--- config.mk ---
export PLATFORM = sky130hd
export DESIGN_NAME = pol_fault_protection_logic
export DESIGN_NICKNAME = d
export VERILOG_FILES = /design/src/logic/pol_prot_pkg.sv /design/src/logic/pol_fault_protection_logic.sv
export SDC_FILE = /design/constraint.sdc
export NUM_CORES = 2
export LEC_CHECK = 0
export BUFFER_PORTS_ARGS = -buffer_cell sky130_fd_sc_hd__buf_4
export CELL_PAD_IN_SITES_DETAIL_PLACEMENT = 1
export CELL_PAD_IN_SITES_GLOBAL_PLACEMENT = 1
export CORE_UTILIZATION = 40
export DETAILED_ROUTE_END_ITERATION = 6
export PLACE_DENSITY = 0.69
export SLEW_MARGIN = 20
export SYNTH_ARGS = -nofsm -noshare
export SYNTH_HDL_FRONTEND = slang
export SYNTH_SLANG_ARGS = --single-unit
export TNS_END_PERCENT = 100
--- constraint.sdc ---
create_clock -name ref_clk -period 7.6 [get_ports ref_clk]
set_input_delay 0 -clock ref_clk [delete_from_list [all_inputs] [get_ports ref_clk]]
set_output_delay 0 -clock ref_clk [all_outputs]
set_load 0.01 [all_outputs]
--- src/logic/pol_prot_pkg.sv ---
// Constants, register map and carrier types of the POL protection block.
// Assumes one 40 MHz controller clock and a classic Wishbone master.
package pol_prot_pkg;
	// ----------------------------------------------------------------
	// Clock and timing
	// ----------------------------------------------------------------
	localparam int CLK_HZ        = 40000000;      // Controller clock
	localparam int CYC_PER_MS    = CLK_HZ / 1000; // Default ms divider
	localparam int RETRY_MS      = 130;           // Hiccup interval, ms
	localparam int PG_DELAY_MAX  = 150;           // Longest PG delay, ms
	// ----------------------------------------------------------------
	// Thresholds (mV, mA, degC, percent)
	// ----------------------------------------------------------------
	// Unsigned degC: a signed byte cannot hold the 130 degC trip point
	localparam logic [7:0] TEMP_WARN_C = 8'h78; // 120 degC
	localparam logic [7:0] TEMP_CLR_C  = 8'h75; // 117 degC
	localparam logic [7:0] TEMP_OT_C   = 8'h82; // 130 degC
	localparam logic [7:0] TEMP_ROOM_C = 8'h19; // 25 degC
	localparam logic [15:0] TRACK_MV    = 16'h00FA;   // 250 mV
	localparam logic [15:0] OV_MIN_MV   = 16'h01F4;   // 500 mV
	localparam logic [15:0] OV_ABOVE_MV = 16'h00FA;   // 250 mV
	localparam logic [7:0]  OV_PCT_MIN  = 8'h6E;      // 110 %
	localparam logic [7:0]  OV_PCT_MAX  = 8'h82;      // 130 %
	localparam logic [7:0]  PG_HI_LO    = 8'h69;      // 105 %
	localparam logic [7:0]  PG_HI_HI    = 8'h6E;      // 110 %
	localparam logic [7:0]  PG_LO_LO    = 8'h5A;      // 90 %
	localparam logic [7:0]  PG_LO_HI    = 8'h5F;      // 95 %
	localparam logic [16:0] OC_COMP_MA  = 17'h00008;  // mA per degC
	// ----------------------------------------------------------------
	// Register offsets and reset values
	// ----------------------------------------------------------------
	localparam logic [7:0] ADR_CFG_ONE = 8'h00; // fault_config_one
	localparam logic [7:0] ADR_THR     = 8'h04; // threshold_config
	localparam logic [7:0] ADR_CLIM    = 8'h08; // current_limit_reg
	localparam logic [7:0] ADR_PGDLY   = 8'h0C; // PG release delay
	localparam logic [7:0] ADR_FLAGS   = 8'h10; // fault_flag_reg
	localparam logic [7:0] ADR_RAMP    = 8'h14; // Ramp rate select
	localparam logic [7:0]  UV_PCT_RST = 8'h55; // 85 %
	localparam logic [7:0]  OV_PCT_RST = 8'h78; // 120 %
	localparam logic [15:0] OC_MA_RST  = 16'h2EE0;
	localparam logic [7:0]  PGDLY_RST  = 8'h00;
	// ----------------------------------------------------------------
	// Types
	// ----------------------------------------------------------------
	typedef enum logic [2:0] {
		S_RUN     = 3'h1,
		S_HICCUP  = 3'h2,
		S_LATCHED = 3'h4
	} prot_state_t;
	typedef enum logic [1:0] {
		OFF_NONE = 2'h0, OFF_SEQ = 2'h1, OFF_CRIT = 2'h2, OFF_EMERG = 2'h3
	} off_mode_t;
	typedef struct packed { // Active low, bit 0 is temp warning
		logic ov, tr, ot, uv, oc, pg, tw;
	} flags_t;
	typedef struct packed {
		logic       cyc, stb, we;
		logic [7:0] adr;
		logic [3:0] sel;
		logic [31:0] dat;
	} wb_req_t;
	typedef struct packed {
		logic [15:0]       vout, iout, setpoint, rampTarget, prebias;
		logic [7:0]        tempC; // degC, below zero arrives as 0
	} meas_t;
	typedef struct packed {
		logic onCmd, rampingUp, steady, marginMove, rampingDown;
	} phase_t;
	typedef struct packed { // Sampled comparator results
		logic ov, tr, ot, uv, oc, pgBad, hot, below, cool;
	} cond_t;
endpackage : pol_prot_pkg

--- src/logic/pol_fault_protection_logic.sv ---
// Protection supervisor of a digital step-down POL converter.
// Assumes measurements and phase inputs come from logic on ref_clk;
// only the supply-good pin arrives from outside and is synchronised.
`timescale 1ns/10ps
// Function
// Warn flag low above 120 degC
// Warn flag restores below 117 degC
// Warnings never turn output off
// PG window 105/110 high, 90/95 low
// PG after steady, delayed 0-150 ms
// PG checked during margining, scaled
// Outside window pin low, flag 0
// External low pin gives PG warning
// PG low at command or ramp-down
// Overcurrent above prebias: critical off
// Current limit temp compensation disable
// Steady undervoltage without OC: sequenced
// Above 130 degC: sequenced off
// Non-latching OT restarts below 120
// Ramp-up tracking over 250 mV: critical
// Tracking disable bit in config one
// Margining never re-enables tracking
// Limits held as setpoint percentages
// Overvoltage above prebias: emergency off
// OV 110-130 %, >=0.5 V, >=Vset+0.25
// Software keeps load-regulation bits intact
// Fall rate chosen apart from rise
// Non-latching retries every 130 ms
// Latching stays off until released
// Compare per sample, flags reset high
module pol_fault_protection_logic
	import pol_prot_pkg::*;
#(
	parameter int CYC_MS = CYC_PER_MS // Clock cycles per millisecond
) (
	input  wire logic        ref_clk,
	input  wire logic        rst_b,
	input  wire wb_req_t     wbReq,
	output logic [31:0]      wbDatR,
	output logic             wbAck,
	input  wire meas_t       meas,
	input  wire logic        sampleValid,
	input  wire phase_t      phase,
	input  wire logic        pgPinIn,
	output logic             pgPinOut,
	output logic             pgPinOe,
	output logic             runEnable,
	output off_mode_t        offMode,
	output logic [2:0]       loadRegSel,
	output logic [3:0]       riseRate,
	output logic [3:0]       fallRate
);
	// ----------------------------------------------------------------
	// Elaboration check
	// ----------------------------------------------------------------
	if (CYC_MS < 2 || CYC_MS > 65536) begin : g_bad
		$error("CYC_MS out of range");
	end

	// ----------------------------------------------------------------
	// State record
	// ----------------------------------------------------------------
	typedef struct packed {
		prot_state_t state;     // Supervisor state
		off_mode_t   off;       // Active turn-off style
		logic        run;       // Converter allowed to run
		logic        ack;       // Bus acknowledge
		logic [31:0] rdat;      // Read data
		logic        trDis;     // Tracking protection off
		logic [4:0]  latchSel;  // Latching per ov,tr,ot,uv,oc
		logic        pgOffRamp; // PG low at ramp-down, else at cmd
		logic        pgHiSel;   // 1 selects 110 %
		logic        pgLoSel;   // 1 selects 95 %
		logic [7:0]  uvPct;     // UV threshold, percent
		logic [7:0]  ovPct;     // OV threshold, percent
		logic [15:0] ocMa;      // OC threshold, mA
		logic        tcDis;     // Temp compensation off
		logic [2:0]  loadReg;   // Load regulation choice
		logic [7:0]  pgDly;     // PG release delay, ms
		logic [3:0]  rise;      // Rising rate code
		logic [3:0]  fall;      // Falling rate code
		flags_t      flags;     // Active-low status
		logic [4:0]  cause;     // Trip cause ov,tr,ot,uv,oc
		logic        latch;     // Trip is latching
		cond_t       cond;      // Sampled comparisons
		logic [15:0] msCnt;     // Millisecond divider
		logic [7:0]  retry;     // Hiccup countdown, ms
		logic [7:0]  pgCnt;     // PG delay count, ms
		logic        pgRel;     // PG checking released
		logic        pgOe;      // Pin pulled low
		logic [1:0]  oeHist;    // Drive history vs sync lag
		logic        sync1;     // Pin synchroniser, first
		logic        sync2;     // Pin synchroniser, second
	} st_t;

	st_t r;      // Registered state
	st_t n;      // Next state

	// ----------------------------------------------------------------
	// Comparators on the live measurement
	// ----------------------------------------------------------------
	logic [23:0] vPct;    // Vout times 100
	logic [23:0] uvLvl;   // Setpoint times UV percent
	logic [23:0] ovLvl;   // Setpoint times OV percent
	logic [23:0] hiLvl;   // Setpoint times PG high percent
	logic [23:0] loLvl;   // Setpoint times PG low percent
	logic        aboveBias; // Output above any prebias
	logic [7:0]  tOver;   // Degrees above room
	logic [16:0] ocEff;   // Compensated OC threshold
	logic [15:0] trDiff;  // Tracking error magnitude
	cond_t       cNow;    // Live comparison set

	// Percent levels scale with setpoint, margining included
	assign vPct  = 24'(meas.vout) * 24'h000064;
	assign uvLvl = 24'(meas.setpoint) * 24'(r.uvPct);
	assign ovLvl = 24'(meas.setpoint) * 24'(r.ovPct);
	assign hiLvl = 24'(meas.setpoint) *
		24'(r.pgHiSel ? PG_HI_HI : PG_HI_LO);
	assign loLvl = 24'(meas.setpoint) *
		24'(r.pgLoSel ? PG_LO_HI : PG_LO_LO);
	assign aboveBias = meas.vout > meas.prebias;
	// Copper TC raises the trip point above room unless disabled
	assign tOver = (meas.tempC > TEMP_ROOM_C) ?
		8'(meas.tempC - TEMP_ROOM_C) : 8'h00;
	assign ocEff = {1'b0, r.ocMa} +
		(r.tcDis ? 17'h00000 : 17'(tOver) * OC_COMP_MA);
	assign trDiff = (meas.vout >= meas.rampTarget) ?
		meas.vout - meas.rampTarget : meas.rampTarget - meas.vout;

	always_comb begin
		cNow.oc = aboveBias && ({1'b0, meas.iout} >= ocEff);
		cNow.uv = phase.steady && (vPct < uvLvl) && !cNow.oc;
		cNow.ot = meas.tempC > TEMP_OT_C;
		// Margin moves never count as a ramp for tracking
		cNow.tr = phase.rampingUp && !phase.marginMove &&
			!r.trDis && (trDiff > TRACK_MV);
		// Trip above the largest of the three OV floors
		cNow.ov = aboveBias && (vPct > ovLvl) &&
			(meas.vout > OV_MIN_MV) &&
			({1'b0, meas.vout} >
			{1'b0, meas.setpoint} + {1'b0, OV_ABOVE_MV});
		cNow.pgBad = (vPct > hiLvl) || (vPct < loLvl);
		cNow.hot = meas.tempC > TEMP_WARN_C;
		cNow.below = meas.tempC < TEMP_CLR_C;
		cNow.cool = meas.tempC < TEMP_WARN_C;
	end

	// ----------------------------------------------------------------
	// Register readback and bus decode
	// ----------------------------------------------------------------
	logic [31:0] rdWord;  // Word at the addressed offset
	logic [31:0] wMask;   // Byte-lane mask
	logic [31:0] wWord;   // Merged write word
	logic        busWr;   // Write takes effect this edge
	logic [4:0]  faultNow; // Sampled faults ov,tr,ot,uv,oc

	always_comb begin
		unique case (wbReq.adr)
			ADR_CFG_ONE: rdWord = {25'h0, r.pgOffRamp, r.latchSel, r.trDis};
			ADR_THR: rdWord = {8'h00, r.ovPct, r.uvPct,
				6'h00, r.pgLoSel, r.pgHiSel};
			ADR_CLIM: rdWord = {12'h000, r.loadReg, r.tcDis, r.ocMa};
			ADR_PGDLY: rdWord = {24'h000000, r.pgDly};
			ADR_FLAGS: rdWord = {21'h000000, r.state, 1'b0, r.flags};
			ADR_RAMP: rdWord = {24'h000000, r.fall, r.rise};
			default: rdWord = 32'h00000000; // Unmapped reads zero
		endcase
	end

	for (genvar b = 0; b < 4; b++) begin : g_lane
		assign wMask[8*b +: 8] = {8{wbReq.sel[b]}};
	end
	assign wWord = (rdWord & ~wMask) | (wbReq.dat & wMask);
	assign busWr = wbReq.cyc && wbReq.stb && wbReq.we && r.ack;
	assign faultNow = {r.cond.ov, r.cond.tr, r.cond.ot,
		r.cond.uv, r.cond.oc};

	// ----------------------------------------------------------------
	// Next-state logic
	// ----------------------------------------------------------------
	always_comb begin
		logic msTick;    // One-ms strobe
		logic offLow;    // Turn-off pulls PG low
		logic extLow;    // Someone else holds the pin low
		logic [4:0] clr; // Software release of fault flags
		msTick = 1'b0;
		offLow = 1'b0;
		extLow = 1'b0;
		clr    = 5'h00;
		n = r;
		// Millisecond timebase shared by PG delay and hiccup
		msTick = (r.msCnt == 16'(CYC_MS - 1));
		n.msCnt = msTick ? 16'h0000 : r.msCnt + 16'h0001;
		// Two-stage pin synchroniser
		n.sync1 = pgPinIn;
		n.sync2 = r.sync1;
		// Comparisons advance only on a fresh sample
		if (sampleValid) begin
			n.cond = cNow;
		end

		// Classic Wishbone: one wait state, ack for one cycle
		n.ack = wbReq.cyc && wbReq.stb && !r.ack;
		if (wbReq.cyc && wbReq.stb && !r.ack) begin
			n.rdat = rdWord;
		end
		if (busWr) begin
			unique case (wbReq.adr)
				ADR_CFG_ONE: begin
					n.trDis = wWord[0];
					n.latchSel = wWord[5:1];
					n.pgOffRamp = wWord[6];
				end
				ADR_THR: begin
					n.pgHiSel = wWord[0];
					n.pgLoSel = wWord[1];
					n.uvPct = wWord[15:8];
					// Clamp OV percent into its legal span
					if (wWord[23:16] < OV_PCT_MIN) begin
						n.ovPct = OV_PCT_MIN;
					end else if (wWord[23:16] > OV_PCT_MAX) begin
						n.ovPct = OV_PCT_MAX;
					end else begin
						n.ovPct = wWord[23:16];
					end
				end
				ADR_CLIM: begin
					// Byte lanes let software leave regulation alone
					n.ocMa = wWord[15:0];
					n.tcDis = wWord[16];
					n.loadReg = wWord[19:17];
				end
				ADR_PGDLY: begin
					n.pgDly = (wWord[7:0] > 8'(PG_DELAY_MAX)) ?
						8'(PG_DELAY_MAX) : wWord[7:0];
				end
				ADR_FLAGS: begin
					// Write 1 releases a fault flag once cause is gone
					clr = wWord[6:2] & ~faultNow;
				end
				ADR_RAMP: begin
					n.rise = wWord[3:0];
					n.fall = wWord[7:4];
				end
				default: begin
					// Unmapped writes are acknowledged and dropped
				end
			endcase
		end
		n.flags.oc = r.flags.oc | clr[0];
		n.flags.uv = r.flags.uv | clr[1];
		n.flags.ot = r.flags.ot | clr[2];
		n.flags.tr = r.flags.tr | clr[3];
		n.flags.ov = r.flags.ov | clr[4];

		// Temperature warning with 3 degC hysteresis
		if (r.cond.hot) begin
			n.flags.tw = 1'b0;
		end else if (r.cond.below) begin
			n.flags.tw = 1'b1;
		end

		// Supply-good release delay counts from steady state
		if (!phase.steady) begin
			n.pgCnt = 8'h00;
			n.pgRel = 1'b0;
		end else if (!r.pgRel) begin
			if (r.pgCnt >= r.pgDly) begin
				n.pgRel = 1'b1;
			end else if (msTick) begin
				n.pgCnt = r.pgCnt + 8'h01;
			end
		end
		offLow = r.pgOffRamp ? phase.rampingDown : !phase.onCmd;
		// Steady stays high through margin moves, so checking goes on
		n.pgOe = !r.pgRel || (r.cond.pgBad && r.pgRel) ||
			offLow;
		// Sync lag would fake a low after release; wait it out
		n.oeHist = {r.oeHist[0], r.pgOe};
		extLow = !r.sync2 && !r.pgOe && (r.oeHist == 2'b00);
		n.flags.pg = !((r.pgRel && r.cond.pgBad) || extLow);

		// Supervisor: only faults trip, warnings stay advisory
		unique case (r.state)
			S_RUN: begin
				if (|faultNow) begin
					n.state = S_HICCUP;
					n.cause = faultNow;
					n.latch = |(faultNow & r.latchSel);
					n.retry = 8'(RETRY_MS);
					if (r.cond.ov) begin
						n.off = OFF_EMERG;
					end else if (r.cond.oc || r.cond.tr) begin
						n.off = OFF_CRIT;
					end else begin
						n.off = OFF_SEQ;
					end
				end
			end
			S_HICCUP: begin
				if (msTick && r.retry != 8'h00) begin
					n.retry = r.retry - 8'h01;
				end
				if (!r.latch && r.cause == 5'h04 && r.cond.cool) begin
					n.state = S_RUN;
					n.off = OFF_NONE;
				end else if (r.retry == 8'h00) begin
					if (r.latch) begin
						n.state = S_LATCHED;
					end else begin
						// Retry; a lasting cause trips it again
						n.state = S_RUN;
						n.off = OFF_NONE;
					end
				end
			end
			S_LATCHED: begin
				if (!phase.onCmd ||
					({n.flags.ov, n.flags.tr, n.flags.ot,
					n.flags.uv, n.flags.oc} & r.cause) == r.cause) begin
					n.state = S_RUN;
					n.off = OFF_NONE;
				end
			end
		endcase
		// Fault flags go low on trip; a set beats a clear
		if (r.state == S_RUN) begin
			n.flags.oc = n.flags.oc & !r.cond.oc;
			n.flags.uv = n.flags.uv & !r.cond.uv;
			n.flags.ot = n.flags.ot & !r.cond.ot;
			n.flags.tr = n.flags.tr & !r.cond.tr;
			n.flags.ov = n.flags.ov & !r.cond.ov;
		end
		// Non-latching restart restores the cause flags
		if (r.state == S_HICCUP && n.state == S_RUN) begin
			n.flags.oc = r.flags.oc | r.cause[0];
			n.flags.uv = r.flags.uv | r.cause[1];
			n.flags.ot = r.flags.ot | r.cause[2];
			n.flags.tr = r.flags.tr | r.cause[3];
			n.flags.ov = r.flags.ov | r.cause[4];
		end
		n.run = (n.state == S_RUN) && phase.onCmd;
	end

	// ----------------------------------------------------------------
	// State register
	// ----------------------------------------------------------------
	always_ff @(posedge ref_clk or negedge rst_b) begin
		if (!rst_b) begin
			r <= '0;
			r.state <= S_RUN;
			r.off <= OFF_NONE;
			r.uvPct <= UV_PCT_RST;
			r.ovPct <= OV_PCT_RST;
			r.ocMa <= OC_MA_RST;
			r.pgDly <= PGDLY_RST;
			r.flags <= 7'h7F;
			r.pgOe <= 1'b1;
			r.oeHist <= 2'b11;
			r.sync1 <= 1'b1;
			r.sync2 <= 1'b1;
		end else begin
			r <= n;
		end
	end

	// ----------------------------------------------------------------
	// Outputs
	// ----------------------------------------------------------------
	assign wbDatR = r.rdat;
	assign wbAck = r.ack;
	assign pgPinOut = 1'b0; // Open collector only pulls low
	assign pgPinOe = r.pgOe;
	assign runEnable = r.run;
	assign offMode = r.off;
	assign loadRegSel = r.loadReg;
	assign riseRate = r.rise;
	assign fallRate = r.fall;
endmodule : pol_fault_protection_logic

==> metrics.md <==
| Metric | Value |
|---|---|
| Async set-reset flop share out of synthesis | `1.00` |
| Gr ovfl total | `0` |
| Minimum clock period | `6.94 ns` |
| Worst EP arrival | `7.30 ns` |
| Critical Path Most Common Cell | `fa_1` |
| Synth area leaders | `fa_1, ha_1, dfrtp_1` |
| Gr usage total | `0.253` |
| Worst-path clk slew | `0.07 ns` |
| Primary FF master, synth | `dfrtp_1` |
| Top cell type's share of synthesized area | `0.206` |
| # H-tree levels | `4` |
| Worst min-delay path category | `input pin to flop` |
| Starting Density | `0.407` |
| Drt wl/cell | `20.7 um` |
| Clock latency on the worst-skew pair | `0.45 ns` |
| Fin Setup TNS | `0 ns` |
| Actual slew at the worst max-slew pin | `1.24 ns` |
| Post-Layout Cell Count | `4268` |
| Final WL | `88400 um` |
| Area leader, netlist | `fa_1` |
| Max-slew headroom | `0.164` |
| Final instance area | `30700 um2` |
| Hold Fails Final Rpt | `0` |
| Final number of max-transition violations | `0` |
| Status | `finished, final reports clean` |
| DRC Markers | `0` |
| Gate Count Post-Synth | `3221` |
| Via count | `23300` |
| CP startpoint kind | `flop` |
| Routed Antenna Nets | `0` |
| CP Buf/Inv Count | `3` |
| HPWL Detailed | `71600 um` |
| Sequential-to-total area share from yosys stat | `0.137` |
| List of most frequent post-synthesis cells | `inv_1, ha_1, nand2_1` |
| Cts bufs inserted | `17` |
| CTS sink count | `152` |
| Root buffer cell | `clkbuf_16` |
| Leading cell type by number of instances after synthesis | `inv_1` |
| Fin crit share | `0.913` |
| Post-Syn Area | `28000 um2` |
| Max VDD drop | `0.000143 V` |
| Pleak | `15.6 nW` |
| Vias per cell | `5.45` |
| Die width | `267 um` |
| IO Port Bufs | `174` |
| First-pass GRT wire length | `141000 um` |
| CTS max path bufs | `2` |
| First-pass iteration count of the detailed router | `5` |
| I/O Pins | `193` |
| Min Hold Slack | `0.0212 ns` |
| Ys Warns | `0` |
| Max stage delay cell, worst path | `dfrtp_1` |
| Post-synth EDFFs | `0` |
| Largest net degree at the start of global routing | `85` |
| Initial antenna violation count | `3` |
| Placed Area | `30000 um2` |
| Number of cell rows | `96` |
| Layout Nets | `4203` |
| P&R area growth vs syn | `9.63%` |
| Final setup fails | `0` |
| Delay-heaviest family, CP | `adder cells` |
| Worst EP required | `7.96 ns` |
| Worst path max stage delay | `0.82 ns` |
| Gpl congestion | `0.884` |
| Mean Syn Cell Area | `8.70 um2` |
| RSZ-0062 raised after global routing | `no` |
| Dpl cells | `4215` |
| # resized after CTS | `0` |
| Fill cells | `8217` |
| Number of global-route vias before repair | `25800` |
| Flop and latch count out of synthesis | `152` |
| Die Ht | `267 um` |
| Initial drt markers | `1061` |
| PD cells | `157 nW/um2` |
| TritonCTS clock tree | `yes` |
| Crit path kind | `flop to flop` |
| Layout cells sized above 1 | `0.0903` |
| Crit Path Max Fanout | `18` |
| Worst Skew | `0.0137 ns` |
| Final core utilization | `0.446` |
| Max Clk Rate | `144 MHz` |
| Core ar. | `68900 um2` |
| Max Cap Viol | `0` |
| Post-synth cell types | `91` |
| Die area | `71100 um2` |
| Critical Path End Type | `flop` |
sequential cells by signal, summed over array words and instances, names as in the netlist:
name	cells
n	2
pgPinOe	1
fallRate	4
wbAck	1
runEnable	1
riseRate	4
offMode	2
faultNow	5
wbDatR	24
loadRegSel	3
r	105
through the flow:
stage	total power, mW	setup slack, ns
floorplan	3.00	1.32
global placement	3.80	0.791
detailed placement	3.97	0.713
CTS	4.86	0.676
global route	5.26	0.0397
finish	4.83	0.661
cells by family after synthesis:
| kind of cell | synth area share |
|---|---|
| adder cells (fa/ha/maj) | 0.407 |
| buffers and inverters | 0.0933 |
| flip-flops | 0.137 |
| AO/OA/AOI/OAI | 0.135 |
| AND/OR/NAND/NOR | 0.165 |
| XOR/XNOR | 0.0487 |
| other | 0.000134 |
| multiplexers | 0.0143 |
report_power, final:
| part | switching, mW | total, mW | leakage, nW | internal (mW) |
|---|---|---|---|---|
| registers | 0.0786 | 0.956 | 1.96 | 0.877 |
| logic | 1.75 | 3.02 | 13.4 | 1.26 |
| clock network | 0.387 | 0.855 | 0.282 | 0.468 |
| total | 2.22 | 4.83 | 15.6 | 2.61 |
cell type report:
class                      instances  area, um2  share of cell area
clock inverter                    14        139             0.00452
clock buffer                      18        439              0.0143
antenna                            3       7.51            0.000244
tap                              931       1160              0.0379
sequential                       152       3840               0.125
multi-input combinational       2441      21600               0.704
inverter                         493       1850              0.0602
timing repair buffer             216       1670              0.0544
per-layer routing:
metal / part of all wire / GRT usage / vias to the layer above
met2: 0.51 / 0.459 / 355
met1: 0.44 / 0.321 / 11900
met5: 0 / 0 / -
met3: 0.027 / 0.0184 / 95
li1: - / - / 10900
met4: 0.022 / 0.0668 / 0
placed cells by master (no fill, tap or decap), types with 22 or more instances in the layout:
| master | n |
|---|---|
| nor2b_1 | 29 |
| a21oi_1 | 137 |
| and2_1 | 206 |
| nor3_1 | 43 |
| o21ai_0 | 158 |
| buf_4 | 197 |
| dfstp_2 | 28 |
| a211oi_1 | 23 |
| nand3_1 | 51 |
| nor2_1 | 138 |
| ha_1 | 450 |
| inv_1 | 492 |
| o21a_1 | 23 |
| nand2b_1 | 35 |
| dfrtp_1 | 124 |
| nand2_1 | 291 |
| mux2i_1 | 22 |
| xnor2_1 | 81 |
| nand4_1 | 38 |
| xor2_1 | 74 |
| fa_1 | 288 |
| a21o_1 | 65 |
worst register-to-register path, cell delays in order (launching register included):
cell,delay (ns)
dfrtp_1,0.82
nand2_1,0.17
fa_1,0.54
fa_1,0.55
inv_1,0.06
fa_1,0.53
inv_1,0.06
fa_1,0.53
inv_1,0.04
ha_1,0.24
o41ai_1,0.65
o2111a_1,0.29
nor3_1,0.09
a21oi_1,0.29
o21ai_0,0.15
xnor2_1,0.14
ha_1,0.30
o21ai_0,0.09
nand2b_1,0.09
a21oi_1,0.09
a31oi_1,0.15
nand3_1,0.10
a21oi_1,0.17
o2111ai_1,0.21
a311o_1,0.37
o22ai_1,0.12
path summary, 6_finish.rpt:
path / start / end / slack, ns / cells after the start
worst min-delay path: wbReq[33] / r[108] / 0.02 / 3
max in group asynchronous: rst_b / wbDatR[19] / 5.94 / 3
worst max register to register: r[103] / faultNow[4] / 0.66 / 25
min in group asynchronous: rst_b / r[159] / 0.18 / 2
worst max-delay path: r[103] / faultNow[4] / 0.66 / 25
worst min register to register: n[0] / r[0] / 0.36 / 0
repair_timing:
action	in CTS	in global routing
buffers inserted	0	0
endpoints found under the hold margin	109	0
hold buffers	18	0
No activity file was read; power rests on OpenSTA's default activity.
